[config.mk]
export PLATFORM = sky130hd
export DESIGN_NAME = isa_slave
export DESIGN_NICKNAME = d
export VERILOG_FILES = /design/src/verilog/isa_sync2.v /design/src/verilog/isa_bus_cond.v /design/src/verilog/isa_slave.v
export VERILOG_INCLUDE_DIRS = /design/src /design/src/shared
export SDC_FILE = /design/constraint.sdc
export NUM_CORES = 1
export LEC_CHECK = 0
export BUFFER_PORTS_ARGS = -buffer_cell sky130_fd_sc_hd__buf_2
export CAP_MARGIN = 20
export CORE_UTILIZATION = 40
export DETAILED_ROUTE_END_ITERATION = 6
export HOLD_SLACK_MARGIN = 0.02
export SYNTH_ARGS = -nofsm -noshare
export SYNTH_HDL_FRONTEND = slang
export SYNTH_SLANG_ARGS = --single-unit
[constraint.sdc]
create_clock -name CLK_I -period 4.3 [get_ports CLK_I]
set_clock_uncertainty 0.2 [all_clocks]
set_input_delay 0.215 -clock CLK_I [delete_from_list [all_inputs] [get_ports CLK_I]]
set_output_delay 0.215 -clock CLK_I [all_outputs]
set_load 0.005 [all_outputs]
[src/shared/isa_consts.vh]
/*
  Constants for the I2C slave address/handshake block: APB register offsets,
  field positions, reset values, mode codes and fsm state codes.
  Assumes inclusion by bare name from the design files under verilog/.
*/
`ifndef ISA_CONSTS_VH
`define ISA_CONSTS_VH

// register byte offsets
`define ISA_OFF_CTRL 8'h00
`define ISA_OFF_STAT 8'h04
`define ISA_OFF_ADDR 8'h08
`define ISA_OFF_DATA 8'h0c
`define ISA_OFF_IRQS 8'h10
`define ISA_OFF_IRQM 8'h14

// control register fields
`define ISA_CTRL_MODE_HI 7
`define ISA_CTRL_MODE_LO 5
`define ISA_CTRL_EN 1
`define ISA_MODE_I2C 3'h6

// control/status register fields
`define ISA_ST_BYTE_DONE 7
`define ISA_ST_MATCHED 6
`define ISA_ST_BUSY 5
`define ISA_ST_TX_SEL 4
`define ISA_ST_TX_ACK 3
`define ISA_ST_READ_REQ 2
`define ISA_ST_WAKE_EN 1
`define ISA_ST_RX_ACK 0
`define ISA_ST_RESET 8'h01

// interrupt status/mask fields
`define ISA_IRQ_ADDR 0
`define ISA_IRQ_BYTE 1
`define ISA_IRQ_STOP 2
`define ISA_IRQ_W 3

// reset values
`define ISA_CTRL_RESET 8'h00
`define ISA_ADDR_RESET 7'h00

// fsm states
`define ISA_S_IDLE 3'h0
`define ISA_S_ADDR 3'h1
`define ISA_S_AACK 3'h2
`define ISA_S_WAIT 3'h3
`define ISA_S_RX 3'h4
`define ISA_S_RACK 3'h5
`define ISA_S_TX 3'h6
`define ISA_S_TACK 3'h7

`endif

[src/verilog/isa_sync2.v]
/*
  Two flip-flop synchroniser for a bus of level inputs.
  Assumes inputs are asynchronous to clk_i; the output is safe to use.
*/
`timescale 1ns/10ps
`default_nettype none

module isa_sync2 #(
  parameter W = 2,
  parameter [W-1:0] INIT = {W{1'b1}}
) (
  // clock and reset
  input wire clk_i,
  input wire srst_i,
  // async in, sync out
  input wire [W-1:0] d_i,
  output reg [W-1:0] q_o
);

  reg [W-1:0] meta_r;

  // first stage read only by the second
  always @(posedge clk_i) begin
    if (srst_i) begin
      meta_r <= INIT;
      q_o <= INIT;
    end else begin
      meta_r <= d_i;
      q_o <= meta_r;
    end
  end

endmodule

`default_nettype wire

[src/verilog/isa_bus_cond.v]
/*
  Bus condition detector: START, STOP and SCL edges from synchronised lines.
  Assumes scl_i/sda_i already pass a synchroniser on clk_i.
*/
`timescale 1ns/10ps
`default_nettype none

module isa_bus_cond (
  // clock and reset
  input wire clk_i,
  input wire srst_i,
  // synchronised bus lines
  input wire scl_i,
  input wire sda_i,
  // one-cycle condition pulses
  output wire start_o,
  output wire stop_o,
  output wire scl_rise_o,
  output wire scl_fall_o
);

  reg scl_q_r;
  reg sda_q_r;

  // previous levels, idle bus is high
  always @(posedge clk_i) begin
    if (srst_i) begin
      scl_q_r <= 1'b1;
      sda_q_r <= 1'b1;
    end else begin
      scl_q_r <= scl_i;
      sda_q_r <= sda_i;
    end
  end

  // sda fall with scl high both samples
  assign start_o = scl_q_r & scl_i & sda_q_r & ~sda_i;
  assign stop_o = scl_q_r & scl_i & ~sda_q_r & sda_i;
  assign scl_rise_o = ~scl_q_r & scl_i;
  assign scl_fall_o = scl_q_r & ~scl_i;

endmodule

`default_nettype wire

[src/verilog/isa_slave.v]
/*
  I2C slave address and handshake engine with an APB register slave.
  Assumes an external I2C master on SCL/SDA (open drain, pulled up outside),
  an APB master on CLK_I, and a low-power level from the clock controller.
*/
// Our own choices: the register addresses and the APB interface to the registers.
`timescale 1ns/10ps
`include "isa_consts.vh"
`default_nettype none

module isa_slave (
  // clock and reset
  input wire CLK_I,
  input wire SRST_I,
  // apb slave
  input wire PSEL_I,
  input wire PENABLE_I,
  input wire PWRITE_I,
  input wire [7:0] PADDR_I,
  input wire [31:0] PWDATA_I,
  output reg [31:0] PRDATA_O,
  output reg PREADY_O,
  output reg PSLVERR_O,
  // i2c pins, open drain
  input wire SCL_I,
  output reg SCL_O,
  output reg SCL_OE_O,
  input wire SDA_I,
  output reg SDA_O,
  output reg SDA_OE_O,
  // system
  input wire LOWPWR_I,
  output reg IRQ_O,
  output reg WAKE_O
);

  wire scl_s;
  wire sda_s;
  wire start_p;
  wire stop_p;
  wire scl_rise;
  wire scl_fall;

  // pins pass two flops before any logic
  isa_sync2 #(.W(2), .INIT(2'h3)) u_sync (
    .clk_i(CLK_I),
    .srst_i(SRST_I),
    .d_i({SCL_I, SDA_I}),
    .q_o({scl_s, sda_s})
  );

  isa_bus_cond u_cond (
    .clk_i(CLK_I),
    .srst_i(SRST_I),
    .scl_i(scl_s),
    .sda_i(sda_s),
    .start_o(start_p),
    .stop_o(stop_p),
    .scl_rise_o(scl_rise),
    .scl_fall_o(scl_fall)
  );

  // software-owned configuration and the engine-set interrupt status
  reg [7:0] ctrl_r;
  reg [6:0] own_addr_r;
  reg tx_sel_r;
  reg tx_ack_level_r;
  reg wake_en_r;
  reg [`ISA_IRQ_W-1:0] irq_mask_r;
  reg [`ISA_IRQ_W-1:0] irq_sts_r;
  // engine state
  reg [2:0] state_r;
  reg [3:0] cnt_r;
  reg [7:0] sh_r;
  reg [7:0] rx_data_r;
  reg busy_r;
  reg matched_r;
  reg read_req_r;
  reg rx_ack_r;
  reg byte_done_r;
  reg ev_addr_r;
  reg ev_byte_r;
  reg ev_stop_r;
  // apb decode
  wire acc_set;
  wire acc_done;
  wire wr_done;
  wire rd_done;
  wire hit;
  wire data_wr;
  wire data_rd;
  wire active;
  reg [7:0] rd_val;
  reg [7:0] stat_val;

  // engine runs only in i2c mode with the interface enabled
  assign active = ctrl_r[`ISA_CTRL_EN] &&
    (ctrl_r[`ISA_CTRL_MODE_HI:`ISA_CTRL_MODE_LO] == `ISA_MODE_I2C);

  // setup plus one wait cycle; effect lands at the pready edge
  assign acc_set = PSEL_I & PENABLE_I & ~PREADY_O;
  assign acc_done = PSEL_I & PENABLE_I & PREADY_O;
  assign wr_done = acc_done & PWRITE_I & ~PSLVERR_O;
  assign rd_done = acc_done & ~PWRITE_I & ~PSLVERR_O;
  assign data_wr = wr_done && (PADDR_I == `ISA_OFF_DATA);
  assign data_rd = rd_done && (PADDR_I == `ISA_OFF_DATA);
  assign hit = (PADDR_I == `ISA_OFF_CTRL) || (PADDR_I == `ISA_OFF_STAT) ||
    (PADDR_I == `ISA_OFF_ADDR) || (PADDR_I == `ISA_OFF_DATA) ||
    (PADDR_I == `ISA_OFF_IRQS) || (PADDR_I == `ISA_OFF_IRQM);

  // status byte as software sees it
  always @* begin
    stat_val = 8'h00;
    stat_val[`ISA_ST_BYTE_DONE] = byte_done_r;
    stat_val[`ISA_ST_MATCHED] = matched_r;
    stat_val[`ISA_ST_BUSY] = busy_r;
    stat_val[`ISA_ST_TX_SEL] = tx_sel_r;
    stat_val[`ISA_ST_TX_ACK] = tx_ack_level_r;
    stat_val[`ISA_ST_READ_REQ] = read_req_r;
    stat_val[`ISA_ST_WAKE_EN] = wake_en_r;
    stat_val[`ISA_ST_RX_ACK] = rx_ack_r;
  end

  // read mux, unused upper bits read zero
  always @* begin
    case (PADDR_I)
      `ISA_OFF_CTRL: rd_val = ctrl_r;
      `ISA_OFF_STAT: rd_val = stat_val;
      `ISA_OFF_ADDR: rd_val = {1'b0, own_addr_r};
      `ISA_OFF_DATA: rd_val = rx_data_r;
      `ISA_OFF_IRQS: rd_val = {5'h00, irq_sts_r};
      `ISA_OFF_IRQM: rd_val = {5'h00, irq_mask_r};
      default: rd_val = 8'h00;
    endcase
  end

  // apb handshake, answer registered one cycle into access
  always @(posedge CLK_I) begin
    if (SRST_I) begin
      PREADY_O <= 1'b0;
      PSLVERR_O <= 1'b0;
      PRDATA_O <= 32'h00000000;
    end else begin
      PREADY_O <= acc_set;
      if (acc_set) begin
        PSLVERR_O <= ~hit;
        PRDATA_O <= {24'h000000, rd_val};
      end else begin
        PSLVERR_O <= 1'b0;
      end
    end
  end

  // configuration writes
  always @(posedge CLK_I) begin
    if (SRST_I) begin
      ctrl_r <= `ISA_CTRL_RESET;
      own_addr_r <= `ISA_ADDR_RESET;
      tx_sel_r <= 1'b0;
      tx_ack_level_r <= 1'b0;
      wake_en_r <= 1'b0;
      irq_mask_r <= {`ISA_IRQ_W{1'b0}};
    end else if (wr_done) begin
      case (PADDR_I)
        `ISA_OFF_CTRL: ctrl_r <= PWDATA_I[7:0];
        `ISA_OFF_ADDR: own_addr_r <= PWDATA_I[6:0];
        `ISA_OFF_STAT: begin
          tx_sel_r <= PWDATA_I[`ISA_ST_TX_SEL];
          tx_ack_level_r <= PWDATA_I[`ISA_ST_TX_ACK];
          // stays set until software clears it
          wake_en_r <= PWDATA_I[`ISA_ST_WAKE_EN];
        end
        `ISA_OFF_IRQM: irq_mask_r <= PWDATA_I[`ISA_IRQ_W-1:0];
        default: ;
      endcase
    end
  end

  // sticky sources, write one to clear; a new event wins over the clear
  always @(posedge CLK_I) begin
    if (SRST_I) begin
      irq_sts_r <= {`ISA_IRQ_W{1'b0}};
    end else begin
      if (wr_done && (PADDR_I == `ISA_OFF_IRQS)) begin
        irq_sts_r <= (irq_sts_r & ~PWDATA_I[`ISA_IRQ_W-1:0]) |
          {ev_stop_r, ev_byte_r, ev_addr_r};
      end else begin
        irq_sts_r <= irq_sts_r | {ev_stop_r, ev_byte_r, ev_addr_r};
      end
    end
  end

  // single interrupt line, masked per source
  always @(posedge CLK_I) begin
    if (SRST_I) begin
      IRQ_O <= 1'b0;
      WAKE_O <= 1'b0;
    end else begin
      IRQ_O <= |(irq_sts_r & irq_mask_r);
      // wake request holds until the low-power level drops
      if (!LOWPWR_I)
        WAKE_O <= 1'b0;
      else if (ev_addr_r && wake_en_r)
        WAKE_O <= 1'b1;
    end
  end

  // open-drain levels are always low; only the enables move
  always @(posedge CLK_I) begin
    if (SRST_I) begin
      SCL_O <= 1'b0;
      SDA_O <= 1'b0;
    end else begin
      SCL_O <= 1'b0;
      SDA_O <= 1'b0;
    end
  end

  // protocol engine; never pulls sda low while scl is high outside an ack
  // or data bit, so it cannot create a START of its own
  always @(posedge CLK_I) begin
    if (SRST_I) begin
      state_r <= `ISA_S_IDLE;
      cnt_r <= 4'h0;
      sh_r <= 8'h00;
      rx_data_r <= 8'h00;
      busy_r <= 1'b0;
      matched_r <= 1'b0;
      read_req_r <= 1'b0;
      rx_ack_r <= 1'b1;
      byte_done_r <= 1'b0;
      ev_addr_r <= 1'b0;
      ev_byte_r <= 1'b0;
      ev_stop_r <= 1'b0;
      SCL_OE_O <= 1'b0;
      SDA_OE_O <= 1'b0;
    end else begin
      ev_addr_r <= 1'b0;
      ev_byte_r <= 1'b0;
      ev_stop_r <= 1'b0;
      // data access clears byte done unless a byte completes now
      if (data_wr || data_rd)
        byte_done_r <= 1'b0;
      if (!active) begin
        state_r <= `ISA_S_IDLE;
        busy_r <= 1'b0;
        SCL_OE_O <= 1'b0;
        SDA_OE_O <= 1'b0;
      end else if (start_p) begin
        // also a repeated start; busy regardless of later match
        busy_r <= 1'b1;
        matched_r <= 1'b0;
        state_r <= `ISA_S_ADDR;
        cnt_r <= 4'h0;
        SCL_OE_O <= 1'b0;
        SDA_OE_O <= 1'b0;
      end else if (stop_p) begin
        busy_r <= 1'b0;
        ev_stop_r <= 1'b1;
        state_r <= `ISA_S_IDLE;
        SCL_OE_O <= 1'b0;
        SDA_OE_O <= 1'b0;
      end else begin
        case (state_r)
          `ISA_S_ADDR: begin
            if (scl_rise) begin
              sh_r <= {sh_r[6:0], sda_s};
              cnt_r <= cnt_r + 4'h1;
              if (cnt_r == 4'h7) begin
                cnt_r <= 4'h0;
                if (sh_r[6:0] == own_addr_r) begin
                  matched_r <= 1'b1;
                  ev_addr_r <= 1'b1;
                  read_req_r <= sda_s;
                  state_r <= `ISA_S_AACK;
                end else begin
                  state_r <= `ISA_S_IDLE;
                end
              end
            end
          end
          `ISA_S_AACK: begin
            if (scl_fall) begin
              if (cnt_r == 4'h0) begin
                SDA_OE_O <= 1'b1;
                cnt_r <= 4'h1;
              end else begin
                SDA_OE_O <= 1'b0;
                SCL_OE_O <= 1'b1;
                state_r <= `ISA_S_WAIT;
              end
            end
          end
          `ISA_S_WAIT: begin
            // software picks direction from read request via tx select
            if (tx_sel_r && data_wr) begin
              SCL_OE_O <= 1'b0;
              sh_r <= PWDATA_I[7:0];
              SDA_OE_O <= ~PWDATA_I[7];
              cnt_r <= 4'h0;
              state_r <= `ISA_S_TX;
            end else if (!tx_sel_r && data_rd) begin
              SCL_OE_O <= 1'b0;
              cnt_r <= 4'h0;
              state_r <= `ISA_S_RX;
            end
          end
          `ISA_S_RX: begin
            if (scl_rise) begin
              sh_r <= {sh_r[6:0], sda_s};
              cnt_r <= cnt_r + 4'h1;
              if (cnt_r == 4'h7) begin
                rx_data_r <= {sh_r[6:0], sda_s};
                cnt_r <= 4'h0;
                state_r <= `ISA_S_RACK;
              end
            end
          end
          `ISA_S_RACK: begin
            if (scl_fall) begin
              if (cnt_r == 4'h0) begin
                SDA_OE_O <= ~tx_ack_level_r;
                cnt_r <= 4'h1;
                byte_done_r <= 1'b1;
                ev_byte_r <= 1'b1;
              end else begin
                SDA_OE_O <= 1'b0;
                SCL_OE_O <= 1'b1;
                state_r <= `ISA_S_WAIT;
              end
            end
          end
          `ISA_S_TX: begin
            if (scl_rise)
              cnt_r <= cnt_r + 4'h1;
            if (scl_fall) begin
              if (cnt_r == 4'h8) begin
                SDA_OE_O <= 1'b0;
                state_r <= `ISA_S_TACK;
              end else begin
                sh_r <= {sh_r[6:0], 1'b0};
                SDA_OE_O <= ~sh_r[6];
              end
            end
          end
          `ISA_S_TACK: begin
            if (scl_rise)
              rx_ack_r <= sda_s;
            if (scl_fall) begin
              byte_done_r <= 1'b1;
              ev_byte_r <= 1'b1;
              if (!rx_ack_r) begin
                SCL_OE_O <= 1'b1;
                state_r <= `ISA_S_WAIT;
              end else begin
                // sda stays released so the master can stop
                state_r <= `ISA_S_IDLE;
              end
            end
          end
          default: begin
            SCL_OE_O <= 1'b0;
            SDA_OE_O <= 1'b0;
          end
        endcase
      end
    end
  end

endmodule

`default_nettype wire

== Word-level counts from Yosys, hierarchy flattened ==
Index checks and enable logic that the tools add are counted.
Cells by class
  $add $sub $neg: 1
  eq/ne operators: 48
  multiplexer cells: 69
  bitwise gates (word level): 40
  reduce and logical (&&, ||, !) cells: 50
Operators by type and width (count)
  $pmux 8 s6: 1
  $mux 3: 12
  $mux 4: 9
  $ne 4x4->1 const B: 9
  $mux 1: 34
  $mux 7: 4
  $ne 2x2->1 const B: 14
  $reduce_and 11->1: 2
  $not 1->1: 21
  $pmux 7 s3: 1
  $pmux 3 s6: 1
  $reduce_and 6->1: 3
  $eq 8x4->1 const B: 2
  $eq 8x5->1 const B: 2
  $pmux 4 s4: 1
  $reduce_and 8->1: 2
  $eq 3x3->1 const B: 5
  $and 1x1->1: 14
  $reduce_or 3->1: 4
  $reduce_and 5->1: 2
  $reduce_bool 2->1: 5
  $reduce_or 2->1: 5
  $ne 3x1->1 const B: 3
  $eq 8x3->1 const B: 1
  30 further kinds: 51
Storage, ports and cells
  bits in registers: 74
  output and inout port bits: 40

== Logic depth before layout (Yosys ltp) ==
Gate-level depths: netlist of run 1.
  depth after elaboration: 13
  mapped depth: 9
  gate-level depth less buffers: 8

== Cells and area by module ==
From an unflattened synthesis of run 1, not the netlist that was laid out.
Unflattened totals
  cell total of the unflattened synthesis: 413
  area, all modules: 3826.2 µm²
By module, submodules not included
  isa_slave: times used 1, cells an instance 397, area each 3636.0 µm²
  isa_sync2: times used 1, cells an instance 8, area each 105.1 µm²
  isa_bus_cond: times used 1, cells an instance 8, area each 85.1 µm²

== Worst setup path after synthesis of run 1 ==
OpenSTA, ideal clock, no wires.
  kind: register -> register
  start point: register cnt_r[0]
  end point: register cnt_r[3]
  data arrival time: 2.100 ns
  data required time: 3.983 ns
  slack: 1.882 ns
  stages on the path, launching flop included: 9
  buffers on the path: 0
  cells stage by stage: dfxtp_1 > inv_1 > ha_1 > or3b_4 > nor2_2 > o32ai_1 > a221o_1 > a221o_2 > a32o_1
Between the ends
  word-level cells in the longest chain between the ends: 6
Ends and longest elaborated chain
  start, declared: RTL line isa_slave.v:73  | reg [3:0] cnt_r;
  start signal, assigned: RTL line isa_slave.v:268  | cnt_r <= cnt_r + 4'h1;
  start signal, assigned: RTL line isa_slave.v:311  | cnt_r <= cnt_r + 4'h1;
  start signal, assigned: RTL line isa_slave.v:335  | cnt_r <= cnt_r + 4'h1;
  $add 4x1->4 or $eq 4x3->1 (tied branches)
  $mux 4: RTL line isa_slave.v:269, isa_slave.v:312
  $mux 4: RTL line isa_slave.v:309  | if (scl_rise) begin
  $pmux 4 s4: RTL line isa_slave.v:264  | case (state_r)
  $mux 4: RTL line isa_slave.v:257  | end else if (stop_p) begin
  $mux 4: RTL line isa_slave.v:249  | end else if (start_p) begin
Several ways; a longest one is shown, not always the timed one. The select of a mux whose other input is x is not followed.
A chain may end at the register's enable or synchronous reset.

== Final worst setup path of run 1 ==
  start point: register state_r[0]
  end point: register cnt_r[3]
Between the ends
  word-level cells in the longest chain between the ends: 5
Ends and longest elaborated chain
  start, declared: RTL line isa_slave.v:72  | reg [2:0] state_r;
  start signal, assigned: RTL line isa_slave.v:223  | state_r <= `ISA_S_IDLE;
  start signal, assigned: RTL line isa_slave.v:245  | state_r <= `ISA_S_IDLE;
  start signal, assigned: RTL line isa_slave.v:253  | state_r <= `ISA_S_ADDR;
  $eq 3x3->1, or another cell as far along: RTL line isa_slave.v:264
  $reduce_or 2->1 (no line)
  $pmux 4 s4: RTL line isa_slave.v:264
  $mux 4: RTL line isa_slave.v:257
  $mux 4: RTL line isa_slave.v:249
Several ways; a longest one is shown, not always the timed one. The select of a mux whose other input is x is not followed.

==> impl_results.md, run 1 <==
* Clock sink count at 74
* Hold depth at 3
* Post-synthesis sequential area ratio at 0.374
* Flop pwr share at 0.495
* Drt via density at ~5.3
* Static Leakage at between 1.5 and 2 nW
* Max stage delay on crit path at 0.80 ns
* First-pass GRT wire length at 15.3 mm
* Via count at between 3,000 and 4,000
* I/O pin count at between 80 and 90
* Most common flop cell mapped by yosys: dfxtp_1
* CP cell instances: nor2b_1 > nor2_1 > nor3_1 > a221o_2 > a32o_1
* Post-Place Setup Slack at roughly 1.5 ns
* Syn Inst Count at 439
* DP Area at a little over 0.004 mm^2
* Post-Synthesis Cell Area at 0.00396 mm^2
* Iteration count of the initial detailed-routing pass at 4
* Slew @ Worst Pin at between 0.9 and 1 ns
* Final Wtd Congestion at roughly 0.86
* Hold path startpoint: PADDR_I[1]
* Worst-Skew Late Latency at 0.35 ns
* Die ar. at slightly above 0.01 mm^2
* Die X at about 100 um
* Area of the core at 0.00942 mm^2
* Fmax at 352 MHz
* Effective utilization at floorplan at 0.421
* Synth cell types at 65
* CTS tree: done
* Clock tree buffer depth at 2
* Layout Utilization at 0.469
* CP Max Fanout at 21
* HP Class: in2reg
* Met1 usage in global routing at 0.255
* R2R setup slack at about 1.5 ns
* Worst Setup EP: cnt_r[3]
* Die Ht at around 100 um
* Worst path bufs/invs at 0
* Root buffer cell: clkbuf_8
* Rows at 35
* RSZ-0062 raised after global routing: no
* Syn-to-layout area delta at 11.4%
* IO Port Bufs at 37
* Largest net degree at the start of global routing at 64
* R2R cell count at 5
* Crit. End Element: flop
* Worst R2R Start: state_r[0]
* H-tree Lvls at 3
* Switching portion of total power at 0.235
* Met2 Use GR at 0.322
* Cell family with most CP delay: simple AND/OR/NAND/NOR gates
* Fraction of registers with async set/reset at 0
* Critical path data required time at 4.34 ns
* Met3 Use GR at 0.0380
* Internal Power at ~1.1 mW
* Worst setup path class: reg2reg
* GRT Overall Usage at 0.194
* Drt initial violations at 170
* Setup_tns at 0 ns
* DP Wirelength at ~6.8 mm
* PD cells at about 320 mW/mm^2
* Worst hold slack at 0.0437 ns
* Slew headroom at 0.346
* Max Slew Vio Count at 0
* Final Cycle Share at 0.661
* CTS Buf Count at 9
* Combinational group share of total power at 0.057
* Count of state elements after synthesis at 74
* WL final at between 9 and 10 mm
* Area leader, netlist: dfxtp_1
* CP max-delay cell: nor2_1
* Clock period minus worst slack at between 2 and 3 ns
* Peak VDD IR at between 0.00015 and 0.0002 V
* Critical Path Source Type: flop
* DR WL/cell at about 15 um
* Congestion Overflow GR at 0
* Gr busiest metal: met2
* Number of enable flip-flop cells after synthesis at 0
* Crit path depth at 5
* Post_cts resized at 0
* Clock power frac at 0.449
* Final setup viols at 0
* Most numerous cell in the Yosys netlist: dfxtp_1
* Top-area cell type share of the netlist area at 0.374
* Status: complete, no violations
* Post-Layout Inst Area at 0.00441 mm^2
* Share of cells above drive strength 1 at 0.208
* Yosys warnings at 0
* Worst path arrival time at 2.88 ns
* MaxCap Viol Count at 0
* Post-synth top cells: dfxtp_1, nor2_1, mux2i_1, nand2_1, buf_4
* Net Switching at 330 uW
* Drt drc at 0
* Hold Vio Cnt, Final at 0
* Post-route setup slack at 1.46 ns
* ANT nets after route at 0
* Number of diodes at 0
* Final #Nets at approximately 530
* Reg clk slew, reported paths at 0.09 ns
* Initial antenna violation count at 0
* Crit. Startpoint: state_r[0]
* Critical R2R Capture: cnt_r[3]
* Number of global-route vias before repair at approximately 3,000
* Synth top area cells: dfxtp_1, mux2i_1, nor2_1
* Synth Area per Inst at 9.03 um^2
[placed cells by master, fill, tap and decap left out, types with 10 or more instances in the layout]
cell type,synthesis,layout
dfxtp_1,74,74
nor2_1,60,60
buf_2,7,37
nand2_1,35,35
mux2i_1,35,35
conb_1,1,26
a21oi_1,25,25
nand3_1,20,20
mux2_2,14,14
dlygate4sd3_1,0,11
clkbuf_8,6,10
[tightest hold or removal path: cells and delay by family]
family / cells / cell delay [ns]
buffers and inverters: 1 / 0.15
AND/OR/NAND/NOR: 1 / 0.12
AO/OA/AOI/OAI: 1 / 0.06
[logic make-up after synthesis]
group / after synthesis / share of synthesized area
adder cells (fa/ha/maj): 2 / 0.00631
multiplexers: 53 / 0.151
AO/OA/AOI/OAI: 67 / 0.113
AND/OR/NAND/NOR: 175 / 0.236
other: 1 / 0.000946
XOR/XNOR: 10 / 0.0221
flip-flops: 74 / 0.374
buffers and inverters: 57 / 0.0969
[repair_timing]
action / CTS / global route
hold endpoints to repair: 22 / 0
hold buffers: 11 / 0
setup buffers: 0 / 0
[stage by stage]
step,power [mW],instances
after floorplan,0.771,464
after global placement,0.781,582
after detailed placement,0.782,582
after CTS,1.41,609
after global routing,1.46,609
final,1.40,609
[registers in the layout, summed over array words and instances (netlist names), 3 cells and up]
signal      cells
rx_data_r       8
PRDATA_O        8
sh_r            7
own_addr_r      7
irq_mask_r      3
cnt_r           4
ctrl_r          8
irq_sts_r       3
state_r         3
[layer usage]
layer,wire length (um),vias up
met3,419,9
met2,4480,98
met4,87,0
li1,-,1578
met1,4300,1520
met5,0,-
[layout make-up]
class	instances	area [um^2]
Fill cell	923	5000
Multi-Input combinational cell	333	2200
Sequential cell	74	1480
Timing Repair Buffer	51	318
Tap cell	129	161
Clock buffer	10	138
Clock inverter	6	95.1
Inverter	6	22.5
[power by group through the flow]
stage          registers (mW)  clock network [mW]  logic, mW
2_1_floorplan           0.709                   0     0.0627
3_5_place_dp            0.710                   0     0.0718
3_3_place_gp            0.710                   0     0.0705
5_1_grt                 0.695               0.675     0.0892
6_report                0.694               0.629     0.0793
4_1_cts                 0.694               0.639     0.0796
[worst min-delay path by stage]
stage                        to  slack, ns
3_3_place_gp      u_sync.q_o[1]       0.19
2_1_floorplan  u_sync.meta_r[0]       0.12
5_1_grt               PSLVERR_O       0.07
3_5_place_dp      u_sync.q_o[1]       0.19
4_1_cts               PSLVERR_O       0.03
6_report              PSLVERR_O       0.04
Power figures use the tool's default switching activity.
==> inputs of run 2 (changes only) <==
--- a/config.mk
+++ b/config.mk
@@ -6,6 +6,7 @@
 export SDC_FILE = /design/constraint.sdc
 export NUM_CORES = 1
 export LEC_CHECK = 0
+export ABC_AREA = 1
 export BUFFER_PORTS_ARGS = -buffer_cell sky130_fd_sc_hd__buf_2
 export CAP_MARGIN = 20
 export CORE_UTILIZATION = 40
==> constraint.sdc (replaced) <==
create_clock -name CLK_I -period 2.3 [get_ports CLK_I]
set_clock_uncertainty 0.2 [all_clocks]
set_input_delay 0.115 -clock CLK_I [delete_from_list [all_inputs] [get_ports CLK_I]]
set_output_delay 0.115 -clock CLK_I [all_outputs]
set_load 0.005 [all_outputs]
==> run 2 against run 1 <==
Against the previous run:
- routed wire length rose by 12%
- critical path depth rose by 6
- combinational power rose by 79%
- hold slack got worse by 0.00060 ns
- register-to-register slack worse by 1.2 ns
- utilization increased by 1.8 points
- die area decreased by 2.1%
- sequential share of layout area down 0.93 points
- sequential power grew 86%
- highest routed layer unchanged
==> impl_results.md, run 2 <==
* Post-route setup slack at between 0.1 and 0.15 ns
* Congestion Overflow GR at 0
* Worst path arrival time at approximately 2.3 ns
* Most common cell after layout, fill and taps aside: nand2_1
* Final Wtd Congestion at just over 0.9
* H-tree Lvls at 3
* DR WL/cell at roughly 13 um
* CTS Buf Count at 9
* Post-synth top cells: nand2_1, dfxtp_1, inv_1
* Effective utilization at floorplan at 0.416
* Status: complete, no violations
* Area leader, netlist: dfxtp_1
* Drt initial violations at roughly 250
* Largest net degree at the start of global routing at 47
* Die X at approximately 100 um
* CP cell instances: dlygate4sd3_1 > buf_2 > nor2_1 > nand2_1 > nor2_2 > nand3_1 > nand2_1 > nand3_2 > nand2_1 > nand2_1 > nor2_1
* IO Port Bufs at 37
* Drt drc at 0
* Final #Nets at about 690
* Number of diodes at 0
* CTS tree: done
* I/O pin count at 88
* Post-Place Setup Slack at about 0.24 ns
* Setup_tns at 0 ns
* Root buffer cell: clkbuf_8
* Via count at 3,841
* WL final at a little over 10 mm
* Yosys warnings at 0
* Critical Path Source Type: input pin
* Count of state elements after synthesis at 74
* Clock sink count at 74
* Synth cell types at 34
* Non-Filler Instances at ~780
* Clock period minus worst slack at around 2.2 ns
* Filler cells at between 900 and 1,000
* Hold Vio Cnt, Final at 0
* Max stage delay on crit path at around 0.53 ns
* Synth Area per Inst at between 6 and 7 um^2
* Iteration count of the initial detailed-routing pass at 5
* Max Slew Vio Count at 0
* Most frequent cells in the layout: nand2_1, dfxtp_1, inv_1
* Syn Inst Count at 580
* HP Class: in2reg
* Syn-to-layout area delta at 17.1%
* Crit. End Element: flop
* Worst setup path class: in2reg
* Static Leakage at 2.14 nW
* Wire length on met3 at 651 um
* GRT Overall Usage at 0.217
* Die ar. at 0.0101 mm^2
* Critical path data required time at roughly 2.4 ns
* Final setup viols at 0
* Placed insts at roughly 740
* Top-area cell type share of the netlist area at 0.382
* Biggest regs: PRDATA_O (8), ctrl_r (8), rx_data_r (8)
* Post-synthesis sequential area ratio at 0.382
* Clock tree buffer depth at 2
* RSZ-0062 raised after global routing: no
* DP Wirelength at between 7 and 8 mm
* Share of cells above drive strength 1 at 0.131
* Metal2 WL at between 4 and 5 mm
* Most numerous cell in the Yosys netlist: nand2_1
* Final Cycle Share at 0.946
* Peak VDD IR at 0.000260 V
* Most common flop cell mapped by yosys: dfxtp_1
* ANT nets after route at 0
* Number of global-route vias before repair at around 3,400
* Initial antenna violation count at 0
* CP max-delay cell: dlygate4sd3_1
* PD cells at 562 mW/mm^2
* Fmax at around 460 MHz
* Fraction of registers with async set/reset at 0
* MaxCap Viol Count at 0
* Rows at 35
* Cell mode on critical path: nand2_1
* Worst-Skew Late Latency at approximately 0.35 ns
* Synth top area cells: dfxtp_1, nand2_1, a21oi_1
* Die Ht at between 100 and 150 um
* Drt via density at ~4.9
* Number of enable flip-flop cells after synthesis at 0
* Post-Synthesis Cell Area at just under 0.004 mm^2
* DR top layer: met4
* Reg clk slew, reported paths at 0.08 ns
* CP Max Fanout at 14
* M1 WL at approximately 5.2 mm
* First-pass GRT wire length at about 17 mm
* Area of the core at 0.00933 mm^2
-- run 2: path summary, 6_finish.rpt --
path	start	endpoint	slack [ns]	depth (start not counted)
max reg2reg	state_r[2]	sh_r[2]	0.26	10
max	PADDR_I[5]	sh_r[2]	0.12	11
min	PADDR_I[1]	PSLVERR_O	0.04	5
min reg2reg	u_sync.meta_r[1]	u_sync.q_o[1]	0.21	1
-- run 2: where the power goes --
group / internal [mW] / switching, mW
sequential: 1.29 / 0.00474
combinational: 0.0586 / 0.0837
clock: 0.609 / 0.505
total: 1.96 / 0.594
-- run 2: kinds of logic after synthesis --
kind of cell / Yosys count / synth area share
other: 1 / 0.000967
buffers and inverters: 110 / 0.137
and+or+nand+nor: 272 / 0.304
AOI/OAI and AO/OA: 113 / 0.151
DFF: 74 / 0.382
adders and majority gates: 2 / 0.00645
xor gates and xnor gates: 8 / 0.0181
-- run 2: area by class of cell --
cell class	count	area [um^2]	area share
multi-input cells	421	1960	0.433
flip-flops and latches	74	1480	0.326
repair buffers	67	455	0.100
inverters	70	263	0.0579
well taps	129	161	0.0356
clock buffers	9	124	0.0273
clock inverters	6	90.1	0.0198
-- run 2: through the flow --
step	total power, mW	util	hold slack (ns)	cell area [um^2]
final	2.55	0.487	0.0431	4540
after global routing	2.65	0.487	0.0748	4540
after global placement	1.44	0.444	0.0972	4140
after detailed placement	1.44	0.444	0.0995	4140
after floorplan	1.42	-	0.0188	3970
after CTS	2.57	0.486	0.0323	4530
-- run 2: per-layer routing --
layer	up-vias	GRT usage
met5	-	0
met4	0	0.0747
met3	13	0.0355
met2	143	0.328
met1	1739	0.312
li1	1946	-
-- run 2: worst max-delay path, delay by kind of cell --
family,cells,cell delay (ns)
buffers and inverters,2,0.65
and+or+nand+nor,9,1.49
-- run 2: repair_timing --
item	4_1_cts	5_1_grt
hold buffers	18	0
endpoints found under the setup margin	0	13
hold endpoints to repair	48	0
gates resized for setup	0	2
buffers inserted	0	0
